[src/pkg/vei_defines.vh]
// constants for the virtual event injection block
`ifndef VEI_DEFINES_VH
`define VEI_DEFINES_VH

// ----------------------------------------------------------------
// event inject descriptor field layout
// ----------------------------------------------------------------
`define VEI_DESC_VEC_MSB 7
`define VEI_DESC_VEC_LSB 0
`define VEI_DESC_TYPE_MSB 10
`define VEI_DESC_TYPE_LSB 8
`define VEI_DESC_ERRV_BIT 11
`define VEI_DESC_VALID_BIT 31
`define VEI_DESC_ERR_MSB 63
`define VEI_DESC_ERR_LSB 32
`define VEI_DESC_RESET 64'h0000000000000000

// ----------------------------------------------------------------
// event type encodings
// ----------------------------------------------------------------
`define VEI_TYPE_EXT_IRQ 3'h0
`define VEI_TYPE_NMI 3'h2
`define VEI_TYPE_EXCEPTION 3'h3
`define VEI_TYPE_SOFT_IRQ 3'h4

// ----------------------------------------------------------------
// vector limits
// ----------------------------------------------------------------
`define VEI_VEC_NMI 8'h02
`define VEI_VEC_EXC_LIMIT 8'h20
`define VEI_VEC_BOUND 8'h05

// ----------------------------------------------------------------
// guest exit codes
// ----------------------------------------------------------------
`define VEI_EXIT_NONE 8'h00
`define VEI_EXIT_INVALID 8'hFF
`define VEI_EXIT_HCALL 8'h81
`define VEI_EXIT_VIRQ_WIN 8'h64
`define VEI_EXIT_EXC 8'h40
`define VEI_EXIT_HOST 8'h7F

// ----------------------------------------------------------------
// control register indices
// ----------------------------------------------------------------
`define VEI_CR_ZERO 4'h0
`define VEI_CR_PRIO 4'h8
`define VEI_TPR_RESET 4'h0

`endif

[src/rtl/vei_desc_check.v]
// descriptor decode and entry legality checks
`timescale 1ns/1ps
`include "vei_defines.vh"

module vei_desc_check (
    input wire [63:0] desc_in,
    input wire long_mode_in,
    output wire inject_out,
    output wire invalid_out,
    output wire [7:0] vector_out,
    output wire [2:0] type_out,
    output wire push_err_out,
    output wire [31:0] err_word_out
);
    // ----------------------------------------------------------------
    // field decode
    // ----------------------------------------------------------------
    wire valid_bit = desc_in[`VEI_DESC_VALID_BIT];
    wire [2:0] ev_type = desc_in[`VEI_DESC_TYPE_MSB:`VEI_DESC_TYPE_LSB];
    wire [7:0] ev_vec = desc_in[`VEI_DESC_VEC_MSB:`VEI_DESC_VEC_LSB];
    wire type_reserved = (ev_type != `VEI_TYPE_EXT_IRQ) && (ev_type != `VEI_TYPE_NMI) &&
                         (ev_type != `VEI_TYPE_EXCEPTION) && (ev_type != `VEI_TYPE_SOFT_IRQ);
    wire is_exc = (ev_type == `VEI_TYPE_EXCEPTION);
    wire bad_exc_vec = is_exc && ((ev_vec >= `VEI_VEC_EXC_LIMIT) || (ev_vec == `VEI_VEC_NMI));
    wire impossible = is_exc && long_mode_in && (ev_vec == `VEI_VEC_BOUND);

    // ----------------------------------------------------------------
    // outputs
    // ----------------------------------------------------------------
    assign invalid_out = valid_bit && (type_reserved || bad_exc_vec || impossible);
    assign inject_out = valid_bit && !invalid_out;
    assign vector_out = (ev_type == `VEI_TYPE_NMI) ? 8'h00 : ev_vec;
    assign type_out = ev_type;
    assign push_err_out = desc_in[`VEI_DESC_ERRV_BIT];
    assign err_word_out = desc_in[`VEI_DESC_ERRV_BIT] ?
                          desc_in[`VEI_DESC_ERR_MSB:`VEI_DESC_ERR_LSB] : 32'h00000000;
endmodule // vei_desc_check

[src/rtl/vei_core.v]
// guest event injection and virtual interrupt control
`timescale 1ns/1ps
`include "vei_defines.vh"

// Function
// - uncaught hypervisor call in guest raises undefined-opcode fault
// - entry accepts protection off with paging on as paged real mode
// - valid injected event is taken before the first guest instruction
// - injected event skips intercepts; secondary exceptions still checked
// - event impossible in guest mode makes entry exit with invalid code
// - low eight bits hold vector, ignored for type two
// - three-bit type: 0 irq, 2 nmi, 3 exception, 4 software irq
// - error-valid bit pushes upper 32-bit error word, else ignored
// - inject only when descriptor valid bit is one
// - reserved type or bad exception vector gives invalid entry code
// - mask mode picks host or guest enable flag for physical irqs
// - physical priority gates physical, virtual priority gates virtual
// - mask mode clear: priority writes in guest update both, in host physical only; reads physical
// - mask mode set: writes update virtual only, reads return virtual
// - locked move to control register zero accesses priority register
// - virtual irq needs priority, enable, gate open, no shadow; physical wins
// - virtual vector comes from loaded register, no fetch cycle
// - priority bypass skips the virtual priority comparison
// - pending flag cleared after intercept check, before table read
// - exit writes pending back, then clears pending and mask mode
// - interrupt shadow saved at exit, restored at entry
// - window intercept exits just before a virtual irq is taken
// - global gate set and clear instructions control event taking
module vei_core (
    input wire clk_in,
    input wire sys_rst_in,
    // guest entry with control block fields
    input wire entry_in,
    input wire [63:0] event_inject_descriptor_in,
    input wire protection_on_in,
    input wire paging_on_in,
    input wire long_mode_in,
    input wire virt_irq_mask_mode_in,
    input wire [3:0] virt_task_priority_in,
    input wire virt_irq_pending_in,
    input wire [3:0] virt_irq_priority_in,
    input wire [7:0] virt_irq_vector_num_in,
    input wire virt_priority_bypass_in,
    input wire shadow_in,
    input wire virt_irq_window_in,
    input wire hcall_intercept_in,
    input wire host_irq_enable_in,
    // guest execution events
    input wire boundary_in,
    input wire irq_enable_flag_in,
    input wire set_irq_enable_insn_in,
    input wire hypervisor_call_insn_in,
    input wire sec_exc_in,
    input wire sec_exc_intercept_in,
    input wire host_exit_in,
    input wire gate_set_in,
    input wire gate_clr_in,
    input wire phys_irq_pending_in,
    input wire [3:0] phys_irq_priority_in,
    // control register moves
    input wire cr_wr_in,
    input wire cr_rd_in,
    input wire cr_lock_in,
    input wire [3:0] cr_index_in,
    input wire [3:0] cr_wdata_in,
    // outputs
    output reg guest_active_out,
    output reg paged_real_out,
    output reg inject_out,
    output reg [7:0] inject_vector_out,
    output reg [2:0] inject_type_out,
    output reg inject_push_err_out,
    output reg [31:0] inject_err_out,
    output reg bypass_intercept_out,
    output reg undefined_opcode_fault_out,
    output reg guest_exit_out,
    output reg [7:0] exit_code_out,
    output reg wb_pending_out,
    output reg [3:0] wb_virt_task_priority_out,
    output reg wb_shadow_out,
    output reg phys_irq_take_out,
    output reg virt_irq_take_out,
    output reg [7:0] virt_irq_vector_out,
    output reg [3:0] phys_task_priority_out,
    output reg [3:0] prio_rdata_out,
    output reg prio_rvalid_out,
    output reg global_irq_gate_out
);
    // ----------------------------------------------------------------
    // states
    // ----------------------------------------------------------------
    localparam [1:0] ST_HOST = 2'h0;
    localparam [1:0] ST_INJECT = 2'h1;
    localparam [1:0] ST_GUEST = 2'h2;

    // ----------------------------------------------------------------
    // helpers
    // ----------------------------------------------------------------
    // locked move to register zero aliases the priority register
    function is_prio_access;
        input [3:0] idx;
        input lock;
        begin
            is_prio_access = (idx == `VEI_CR_PRIO) || (lock && (idx == `VEI_CR_ZERO));
        end
    endfunction

    // strict priority comparison shared by both interrupt kinds
    function prio_above;
        input [3:0] req;
        input [3:0] thr;
        begin
            prio_above = (req > thr);
        end
    endfunction

    // ----------------------------------------------------------------
    // registers
    // ----------------------------------------------------------------
    reg [1:0] state_q;
    reg [1:0] state_d;
    reg mask_mode_q;
    reg host_if_q;
    reg vpend_q;
    reg [3:0] vprio_q;
    reg [7:0] vvec_q;
    reg vbypass_q;
    reg vwin_q;
    reg hcall_int_q;
    reg shadow_q;
    reg [3:0] vtpr_q;

    wire chk_inject;
    wire chk_invalid;
    wire [7:0] chk_vec;
    wire [2:0] chk_type;
    wire chk_push;
    wire [31:0] chk_err;

    // ----------------------------------------------------------------
    // descriptor checks
    // ----------------------------------------------------------------
    vei_desc_check u_check (
        .desc_in(event_inject_descriptor_in),
        .long_mode_in(long_mode_in),
        .inject_out(chk_inject),
        .invalid_out(chk_invalid),
        .vector_out(chk_vec),
        .type_out(chk_type),
        .push_err_out(chk_push),
        .err_word_out(chk_err)
    );

    // ----------------------------------------------------------------
    // interrupt arbitration
    // ----------------------------------------------------------------
    wire in_guest = (state_q == ST_GUEST);
    wire phys_if = mask_mode_q ? host_if_q : irq_enable_flag_in;
    wire phys_ok = in_guest && boundary_in && phys_irq_pending_in && global_irq_gate_out && phys_if &&
                   prio_above(phys_irq_priority_in, phys_task_priority_out) && !shadow_q;
    wire virt_prio_ok = vbypass_q || prio_above(vprio_q, vtpr_q);
    wire virt_ok = in_guest && boundary_in && vpend_q && irq_enable_flag_in && global_irq_gate_out &&
                   !shadow_q && virt_prio_ok && !phys_ok;
    wire win_exit = virt_ok && vwin_q;
    wire hcall_exit = in_guest && hypervisor_call_insn_in && hcall_int_q;
    wire exc_exit = (state_q != ST_HOST) && sec_exc_in && sec_exc_intercept_in;
    wire any_exit = (state_q != ST_HOST) && (host_exit_in || win_exit || hcall_exit || exc_exit);
    wire prio_wr = cr_wr_in && is_prio_access(cr_index_in, cr_lock_in);
    wire prio_rd = cr_rd_in && is_prio_access(cr_index_in, cr_lock_in);
    wire virt_ctl = mask_mode_q && (state_q != ST_HOST);

    // ----------------------------------------------------------------
    // next state
    // ----------------------------------------------------------------
    always @* begin
        state_d = state_q;
        case (state_q)
            ST_HOST: begin
                if (entry_in && !chk_invalid) begin
                    state_d = chk_inject ? ST_INJECT : ST_GUEST;
                end
            end
            ST_INJECT: begin
                state_d = any_exit ? ST_HOST : ST_GUEST;
            end
            ST_GUEST: begin
                if (any_exit) begin
                    state_d = ST_HOST;
                end
            end
            default: begin
                state_d = ST_HOST;
            end
        endcase
    end

    // ----------------------------------------------------------------
    // control state
    // ----------------------------------------------------------------
    always @(posedge clk_in or posedge sys_rst_in) begin
        if (sys_rst_in) begin
            state_q <= ST_HOST;
            mask_mode_q <= 1'b0;
            host_if_q <= 1'b0;
            vpend_q <= 1'b0;
            vprio_q <= 4'h0;
            vvec_q <= 8'h00;
            vbypass_q <= 1'b0;
            vwin_q <= 1'b0;
            hcall_int_q <= 1'b0;
            shadow_q <= 1'b0;
            vtpr_q <= `VEI_TPR_RESET;
        end else begin
            state_q <= state_d;
            if (state_q == ST_HOST && entry_in && !chk_invalid) begin
                mask_mode_q <= virt_irq_mask_mode_in;
                host_if_q <= host_irq_enable_in;
                vpend_q <= virt_irq_pending_in;
                vprio_q <= virt_irq_priority_in;
                vvec_q <= virt_irq_vector_num_in;
                vbypass_q <= virt_priority_bypass_in;
                vwin_q <= virt_irq_window_in;
                hcall_int_q <= hcall_intercept_in;
                shadow_q <= shadow_in;
                vtpr_q <= virt_task_priority_in;
            end else if (any_exit) begin
                vpend_q <= 1'b0;
                mask_mode_q <= 1'b0;
                shadow_q <= 1'b0;
            end else begin
                if (virt_ok && !vwin_q) begin
                    vpend_q <= 1'b0;
                end
                if (in_guest && set_irq_enable_insn_in && !irq_enable_flag_in) begin
                    shadow_q <= 1'b1;
                end else if (in_guest && boundary_in) begin
                    shadow_q <= 1'b0;
                end
                if (prio_wr && (state_q != ST_HOST)) begin
                    vtpr_q <= cr_wdata_in;
                end
            end
        end
    end

    // ----------------------------------------------------------------
    // global gate and physical priority
    // ----------------------------------------------------------------
    always @(posedge clk_in or posedge sys_rst_in) begin
        if (sys_rst_in) begin
            global_irq_gate_out <= 1'b1;
            phys_task_priority_out <= `VEI_TPR_RESET;
            prio_rdata_out <= 4'h0;
            prio_rvalid_out <= 1'b0;
        end else begin
            if (gate_set_in) begin
                global_irq_gate_out <= 1'b1;
            end else if (gate_clr_in) begin
                global_irq_gate_out <= 1'b0;
            end
            if (prio_wr && !virt_ctl) begin
                phys_task_priority_out <= cr_wdata_in;
            end
            prio_rvalid_out <= prio_rd;
            prio_rdata_out <= virt_ctl ? vtpr_q : phys_task_priority_out;
        end
    end

    // ----------------------------------------------------------------
    // interrupt take outputs
    // ----------------------------------------------------------------
    always @(posedge clk_in or posedge sys_rst_in) begin
        if (sys_rst_in) begin
            phys_irq_take_out <= 1'b0;
            virt_irq_take_out <= 1'b0;
            virt_irq_vector_out <= 8'h00;
        end else begin
            phys_irq_take_out <= phys_ok;
            virt_irq_take_out <= virt_ok && !vwin_q && !any_exit;
            if (virt_ok) begin
                virt_irq_vector_out <= vvec_q;
            end
        end
    end

    // ----------------------------------------------------------------
    // entry, injection and exit outputs
    // ----------------------------------------------------------------
    always @(posedge clk_in or posedge sys_rst_in) begin
        if (sys_rst_in) begin
            guest_active_out <= 1'b0;
            paged_real_out <= 1'b0;
            inject_out <= 1'b0;
            inject_vector_out <= 8'h00;
            inject_type_out <= 3'h0;
            inject_push_err_out <= 1'b0;
            inject_err_out <= 32'h00000000;
            bypass_intercept_out <= 1'b0;
            undefined_opcode_fault_out <= 1'b0;
            guest_exit_out <= 1'b0;
            exit_code_out <= `VEI_EXIT_NONE;
            wb_pending_out <= 1'b0;
            wb_virt_task_priority_out <= `VEI_TPR_RESET;
            wb_shadow_out <= 1'b0;
        end else begin
            guest_active_out <= (state_d != ST_HOST);
            inject_out <= 1'b0;
            bypass_intercept_out <= 1'b0;
            undefined_opcode_fault_out <= 1'b0;
            guest_exit_out <= 1'b0;
            if (state_q == ST_HOST && entry_in) begin
                paged_real_out <= !protection_on_in && paging_on_in;
                if (chk_invalid) begin
                    guest_exit_out <= 1'b1;
                    exit_code_out <= `VEI_EXIT_INVALID;
                    wb_pending_out <= virt_irq_pending_in;
                    wb_virt_task_priority_out <= virt_task_priority_in;
                    wb_shadow_out <= shadow_in;
                end else if (chk_inject) begin
                    inject_out <= 1'b1;
                    bypass_intercept_out <= 1'b1;
                    inject_vector_out <= chk_vec;
                    inject_type_out <= chk_type;
                    inject_push_err_out <= chk_push;
                    inject_err_out <= chk_err;
                end
            end
            if (in_guest && hypervisor_call_insn_in && !hcall_int_q) begin
                undefined_opcode_fault_out <= 1'b1;
            end
            if (any_exit) begin
                guest_exit_out <= 1'b1;
                paged_real_out <= 1'b0;
                wb_pending_out <= vpend_q;
                wb_virt_task_priority_out <= vtpr_q;
                wb_shadow_out <= shadow_q;
                if (hcall_exit) begin
                    exit_code_out <= `VEI_EXIT_HCALL;
                end else if (exc_exit) begin
                    exit_code_out <= `VEI_EXIT_EXC;
                end else if (win_exit) begin
                    exit_code_out <= `VEI_EXIT_VIRQ_WIN;
                end else begin
                    exit_code_out <= `VEI_EXIT_HOST;
                end
            end
        end
    end
endmodule // vei_core

[config.mk]
export PLATFORM = sky130hd
export DESIGN_NAME = vei_core
export DESIGN_NICKNAME = d
export VERILOG_FILES = /design/src/rtl/vei_desc_check.v /design/src/rtl/vei_core.v
export VERILOG_INCLUDE_DIRS = /design/src /design/src/pkg
export SDC_FILE = /design/constraint.sdc
export NUM_CORES = 1
export LEC_CHECK = 0
export BUFFER_PORTS_ARGS = -buffer_cell sky130_fd_sc_hd__buf_2
export CAP_MARGIN = 20
export CELL_PAD_IN_SITES_DETAIL_PLACEMENT = 1
export CELL_PAD_IN_SITES_GLOBAL_PLACEMENT = 2
export CORE_AREA = 2 2 128 130
export CTS_CLUSTER_DIAMETER = 80
export DETAILED_ROUTE_END_ITERATION = 12
export DIE_AREA = 0 0 130 132
export GPL_TIMING_DRIVEN = 0
export PLACE_DENSITY_LB_ADDON = 0.1
export SYNTH_ARGS = -nofsm -noshare
export SYNTH_HDL_FRONTEND = slang
export SYNTH_SLANG_ARGS = --single-unit
[constraint.sdc]
create_clock -name clk_in -period 6.5 [get_ports clk_in]
set_clock_uncertainty 0.05 [all_clocks]
set_input_delay 0.975 -clock clk_in [delete_from_list [all_inputs] [get_ports clk_in]]
set_output_delay 0.975 -clock clk_in [all_outputs]
set_load 0.05 [all_outputs]
==> results.md <==
- The flow ran to the end, and the final reports show no timing, DRC or antenna violations.
- The number of nets in the synthesized netlist is about 550.
- The number of buffer and inverter instances along the worst setup path is 3.
- After detailed routing, the average wire length per cell comes to ~16 um.
- After detailed routing, the number of remaining DRC violations is 0.
- The core outline area is 15700 um^2.
- The count of final max-slew check failures came to 0.
- After Yosys synthesis, XOR and XNOR cells account for 0% of the synthesized area.
- The die boundary width is 130 um.
- After Yosys synthesis, full adders, half adders and majority gates account for 2.22% of the synthesized area.
- The worst reg-to-reg setup slack is 3.64 ns.
- The cell seen most often among critical-path stages is clkbuf_1.
- Before CTS, the worst setup slack after placement is 2.98 ns.
- The synthesized netlist occupies a cell area of 4510 um^2.
- For the pin with the worst max-slew slack, the measured transition is between 0.7 and 0.8 ns.
- Power comes to 3.13 mW.
- The synthesized-area fraction occupied by ao, oa, aoi and oai cells is 11.5%.
- The final hold violation count was 0.
- The critical path's largest stage delay is about 0.44 ns.
- The worst setup path is captured at a register.
- The area of the die is 17200 um^2.
- Routability-driven placement finished with a final weighted congestion of a little over 0.8.
- In the post-synthesis netlist, the biggest area contributors are dfrtp_1, nand2_1, mux2_2.
- Compared with the post-synthesis result, the final layout area differs by 33.8%.
- In this run, CTS created clock tree buffers numbering 9.
- The critical path in this run is classified as input pin to register.
- The post-route netlist has 39.3% of its cells at a drive strength greater than 1.
- The max-cap check violation count is 0.
- The first global-routing pass estimated between 20000 and 25000 um of wire.
- Across the VDD grid, the largest voltage drop is 0.170 mV.
- Summed over all cells, the static leakage comes to 3.12 nW.
- In this run the remaining antenna-violating nets after routing total 0.
- The endpoint identified for the worst register-to-register timing path is vtpr_q[1].
- Port buffering added 181 buffers.
- The filler cells instantiated in the layout total 1841.
- Along the worst hold path, the cell count comes to 1.
- The number of nets in the layout is around 750.
- The number of global-route vias before repair is 4100.
- The clock root buffer master is clkbuf_16.
- The deepest level of the CTS H-tree is 3.
- The initialized floorplan defines 46 standard-cell rows.
- The number of ports placed on the die boundary is 202.
- For the worst setup path, the data required time is 6.65 ns.
- In this run the deepest clock path goes through 2 buffers.
- Once placement completed, the tool counted placed cells totaling around 830.
- The count of non-filler cells in the finished layout is about 840.
- The signal on the critical path passes through buf_2, ha_1, nor2b_1, o211ai_1, a211o_1, a41oi_1, clkbuf_1, clkbuf_1, a2bb2oi_1.
- The critical path arrival is about 3.3 ns.
- Dividing total power by cell area gives a power density of between 500 and 600 nW/um^2.
- The clock latency of the later-clocked register in the worst-skew pair is roughly 0.35 ns.
- The total number of yosys warnings is 0.
- dfrtp_1 takes more of the synthesized area than any other cell.
- For this run the aggregate overflow at the end of global routing stands at 0.
- The initial antenna violation count was 0.
- The worst setup path startpoint is phys_irq_priority_in[1].
- The maximum fanout along the worst path is 10.
- Once the clock tree was built, the setup fixing pass inserted 0 buffers.
- The hold path startpoint is hcall_int_q.
- In the layout the commonest cells are buf_2, dfrtp_1, nand2_1, o21ai_0, mux2_2.
- The worst hold margin is 0.423 ns.
- The first-pass iteration count of the detailed router is 4.
- Headroom to the max-slew limit came out at 52.5%.
- Among all flip-flop cells after synthesis, the most frequent one is dfrtp_1.
- The worst register-to-register path begins at phys_task_priority_out[1].
- Sequential elements use 58.3% of the synthesized area.
- The hold buffer count at CTS is 0.
- The first routing iteration left 109 violations.
- The critical path launch point type is an input pin.
- The final cell utilization of the core is 38.4%.
- The count of flip-flops with a built-in enable after synthesis is 0.
- The post-detailed-placement half-perimeter wirelength is 10400 um.
- The slowest stage of the critical path belongs to the cell clkbuf_1.
- Setup violations remaining at the end of the flow were counted as 0.
- For the finished layout, the period the worst path requires is roughly 3.1 ns.
- The detailed-route via count is 3832.
- The highest metal layer used by the detailed router is met4.
- Entering global routing, the biggest net connects 55 pins.
- Synthesis instantiated 45 different standard cells from the library.
- The worst setup path endpoint is vtpr_q[1].
- For this block, wires on met1 add up to 5730 um.
- The main combinational cell family by area after synthesis is simple AND/OR/NAND/NOR gates.
- The tree built by TritonCTS fans out to 105 sinks.
- The finished cells cover 6030 um^2.
- Summing all placed instances gives a cell area of 5720 um^2.
- The top achievable clock speed is ~320 MHz.
- The antenna diode count is 0.
- After detailed routing, the total wire length is 13400 um.
- Setup slack closes at between 3 and 4 ns.
- After clock tree synthesis, the clock-pin slew on the worst setup and hold paths is 0.07 ns.
- In this run the vertical extent of the chip is between 100 and 150 um.
- The number of synthesized register bits is roughly 110.
- The cell count after synthesis came out at 428.
- Setup repair after global routing left no endpoint under its margin.
- The CTS tree is yes.
- Dividing the final minimum period by the clock period gives between 40% and 50%.
- The worst hold path class is register to register.
- The number of gates given a new drive strength after cts is 0.
- Counting flops with an async set or reset pin after synthesis yields a share of 100%.
- Wire segments on met3 add up to slightly above 1000 um in the final route.
- The worst reg-to-reg path cell count is 9.
- The most common cell after layout, fill and taps aside is buf_2.
- The post-synthesis average cell area is 10.5 um^2.
- Measured against the total synthesized area, the mux share comes to under 10%.
- The total number of cells along the worst setup path is 9.
- The initial utilization of the core area, before any placement, comes to around 29%.
- The ratio of routed vias to standard cells is 4.55.
- Wire segments on met2 add up to 6510 um in the final route.
- Grouping stages by cell kind, the critical path spends the most delay in buffers and inverters.
- The fraction of post-synthesis cell area in the top cell type by area is around 58%.
- Adding up every negative setup slack in the final design gives 0 ns.
- The overall routing resource usage is 16.0%.
- Summing the areas of all and, or, nand and nor instances in the mapped netlist gives 13.5% of the synthesized area.
[layout make-up]
type                    instances  area (um^2)  share of cell area, %
well taps                     216          270                   4.48
inverters                      22         85.1                   1.41
multi-input cells             275         1650                   27.4
repair buffers                182          933                   15.5
clock buffers                  12          267                   4.42
clock inverters                 4         50.0                  0.830
flip-flops and latches        105         2630                   43.6
plain buffers                  26          146                   2.43
[registers in the layout (all words and copies together), names as in the netlist, 5 cells and up]
register / count
inject_vector_out: 8
exit_code_out: 5
virt_irq_vector_out: 8
inject_err_out: 32
vvec_q: 8
[report_power, final]
group | internal [mW] | switching (mW) | leakage [nW] | total (mW)
logic | 0.399 | 1.08 | 1.65 | 1.48
clock network | 0.330 | 0.248 | 0.151 | 0.578
registers | 0.915 | 0.154 | 1.32 | 1.07
[metal layers]
| metal | track usage [%] | vias to the layer above |
|---|---|---|
| met4 | 5.20 | 0 |
| li1 | - | 1836 |
| met3 | 4.79 | 10 |
| met5 | 0 | - |
| met2 | 26.7 | 120 |
| met1 | 19.8 | 1866 |
[synthesized netlist by cell type, types with 2 or more instances]
library cell	instances
o21ai_0	42
ha_1	8
dfrtp_1	104
buf_4	6
mux2_4	2
nand4b_1	2
nor2b_1	3
mux2_2	29
nand4_1	2
mux2i_1	7
a21oi_1	12
o22ai_1	5
nor2_1	12
a21o_1	3
nand3_1	8
nand2_1	98
a2bb2oi_1	5
a211oi_1	2
inv_1	22
nor3_1	5
nor3b_1	2
o21ai_1	9
o21a_1	2
clkbuf_1	13
buf_2	3
buf_6	3
[worst min path at each step]
stage                                       to  slack [ns]
floorplan           undefined_opcode_fault_out        0.39
global placement             inject_err_out[3]        0.41
detailed placement          inject_err_out[26]        0.42
CTS                 undefined_opcode_fault_out        0.42
global route        undefined_opcode_fault_out        0.46
finish              undefined_opcode_fault_out        0.42
[cells by family after synthesis]
family / after synthesis
buffers and inverters: 48
flip-flops: 105
adder cells (fa/ha/maj): 8
multiplexers: 38
AO/OA/AOI/OAI: 88
AND/OR/NAND/NOR: 141
Power figures use the tool's default switching activity.
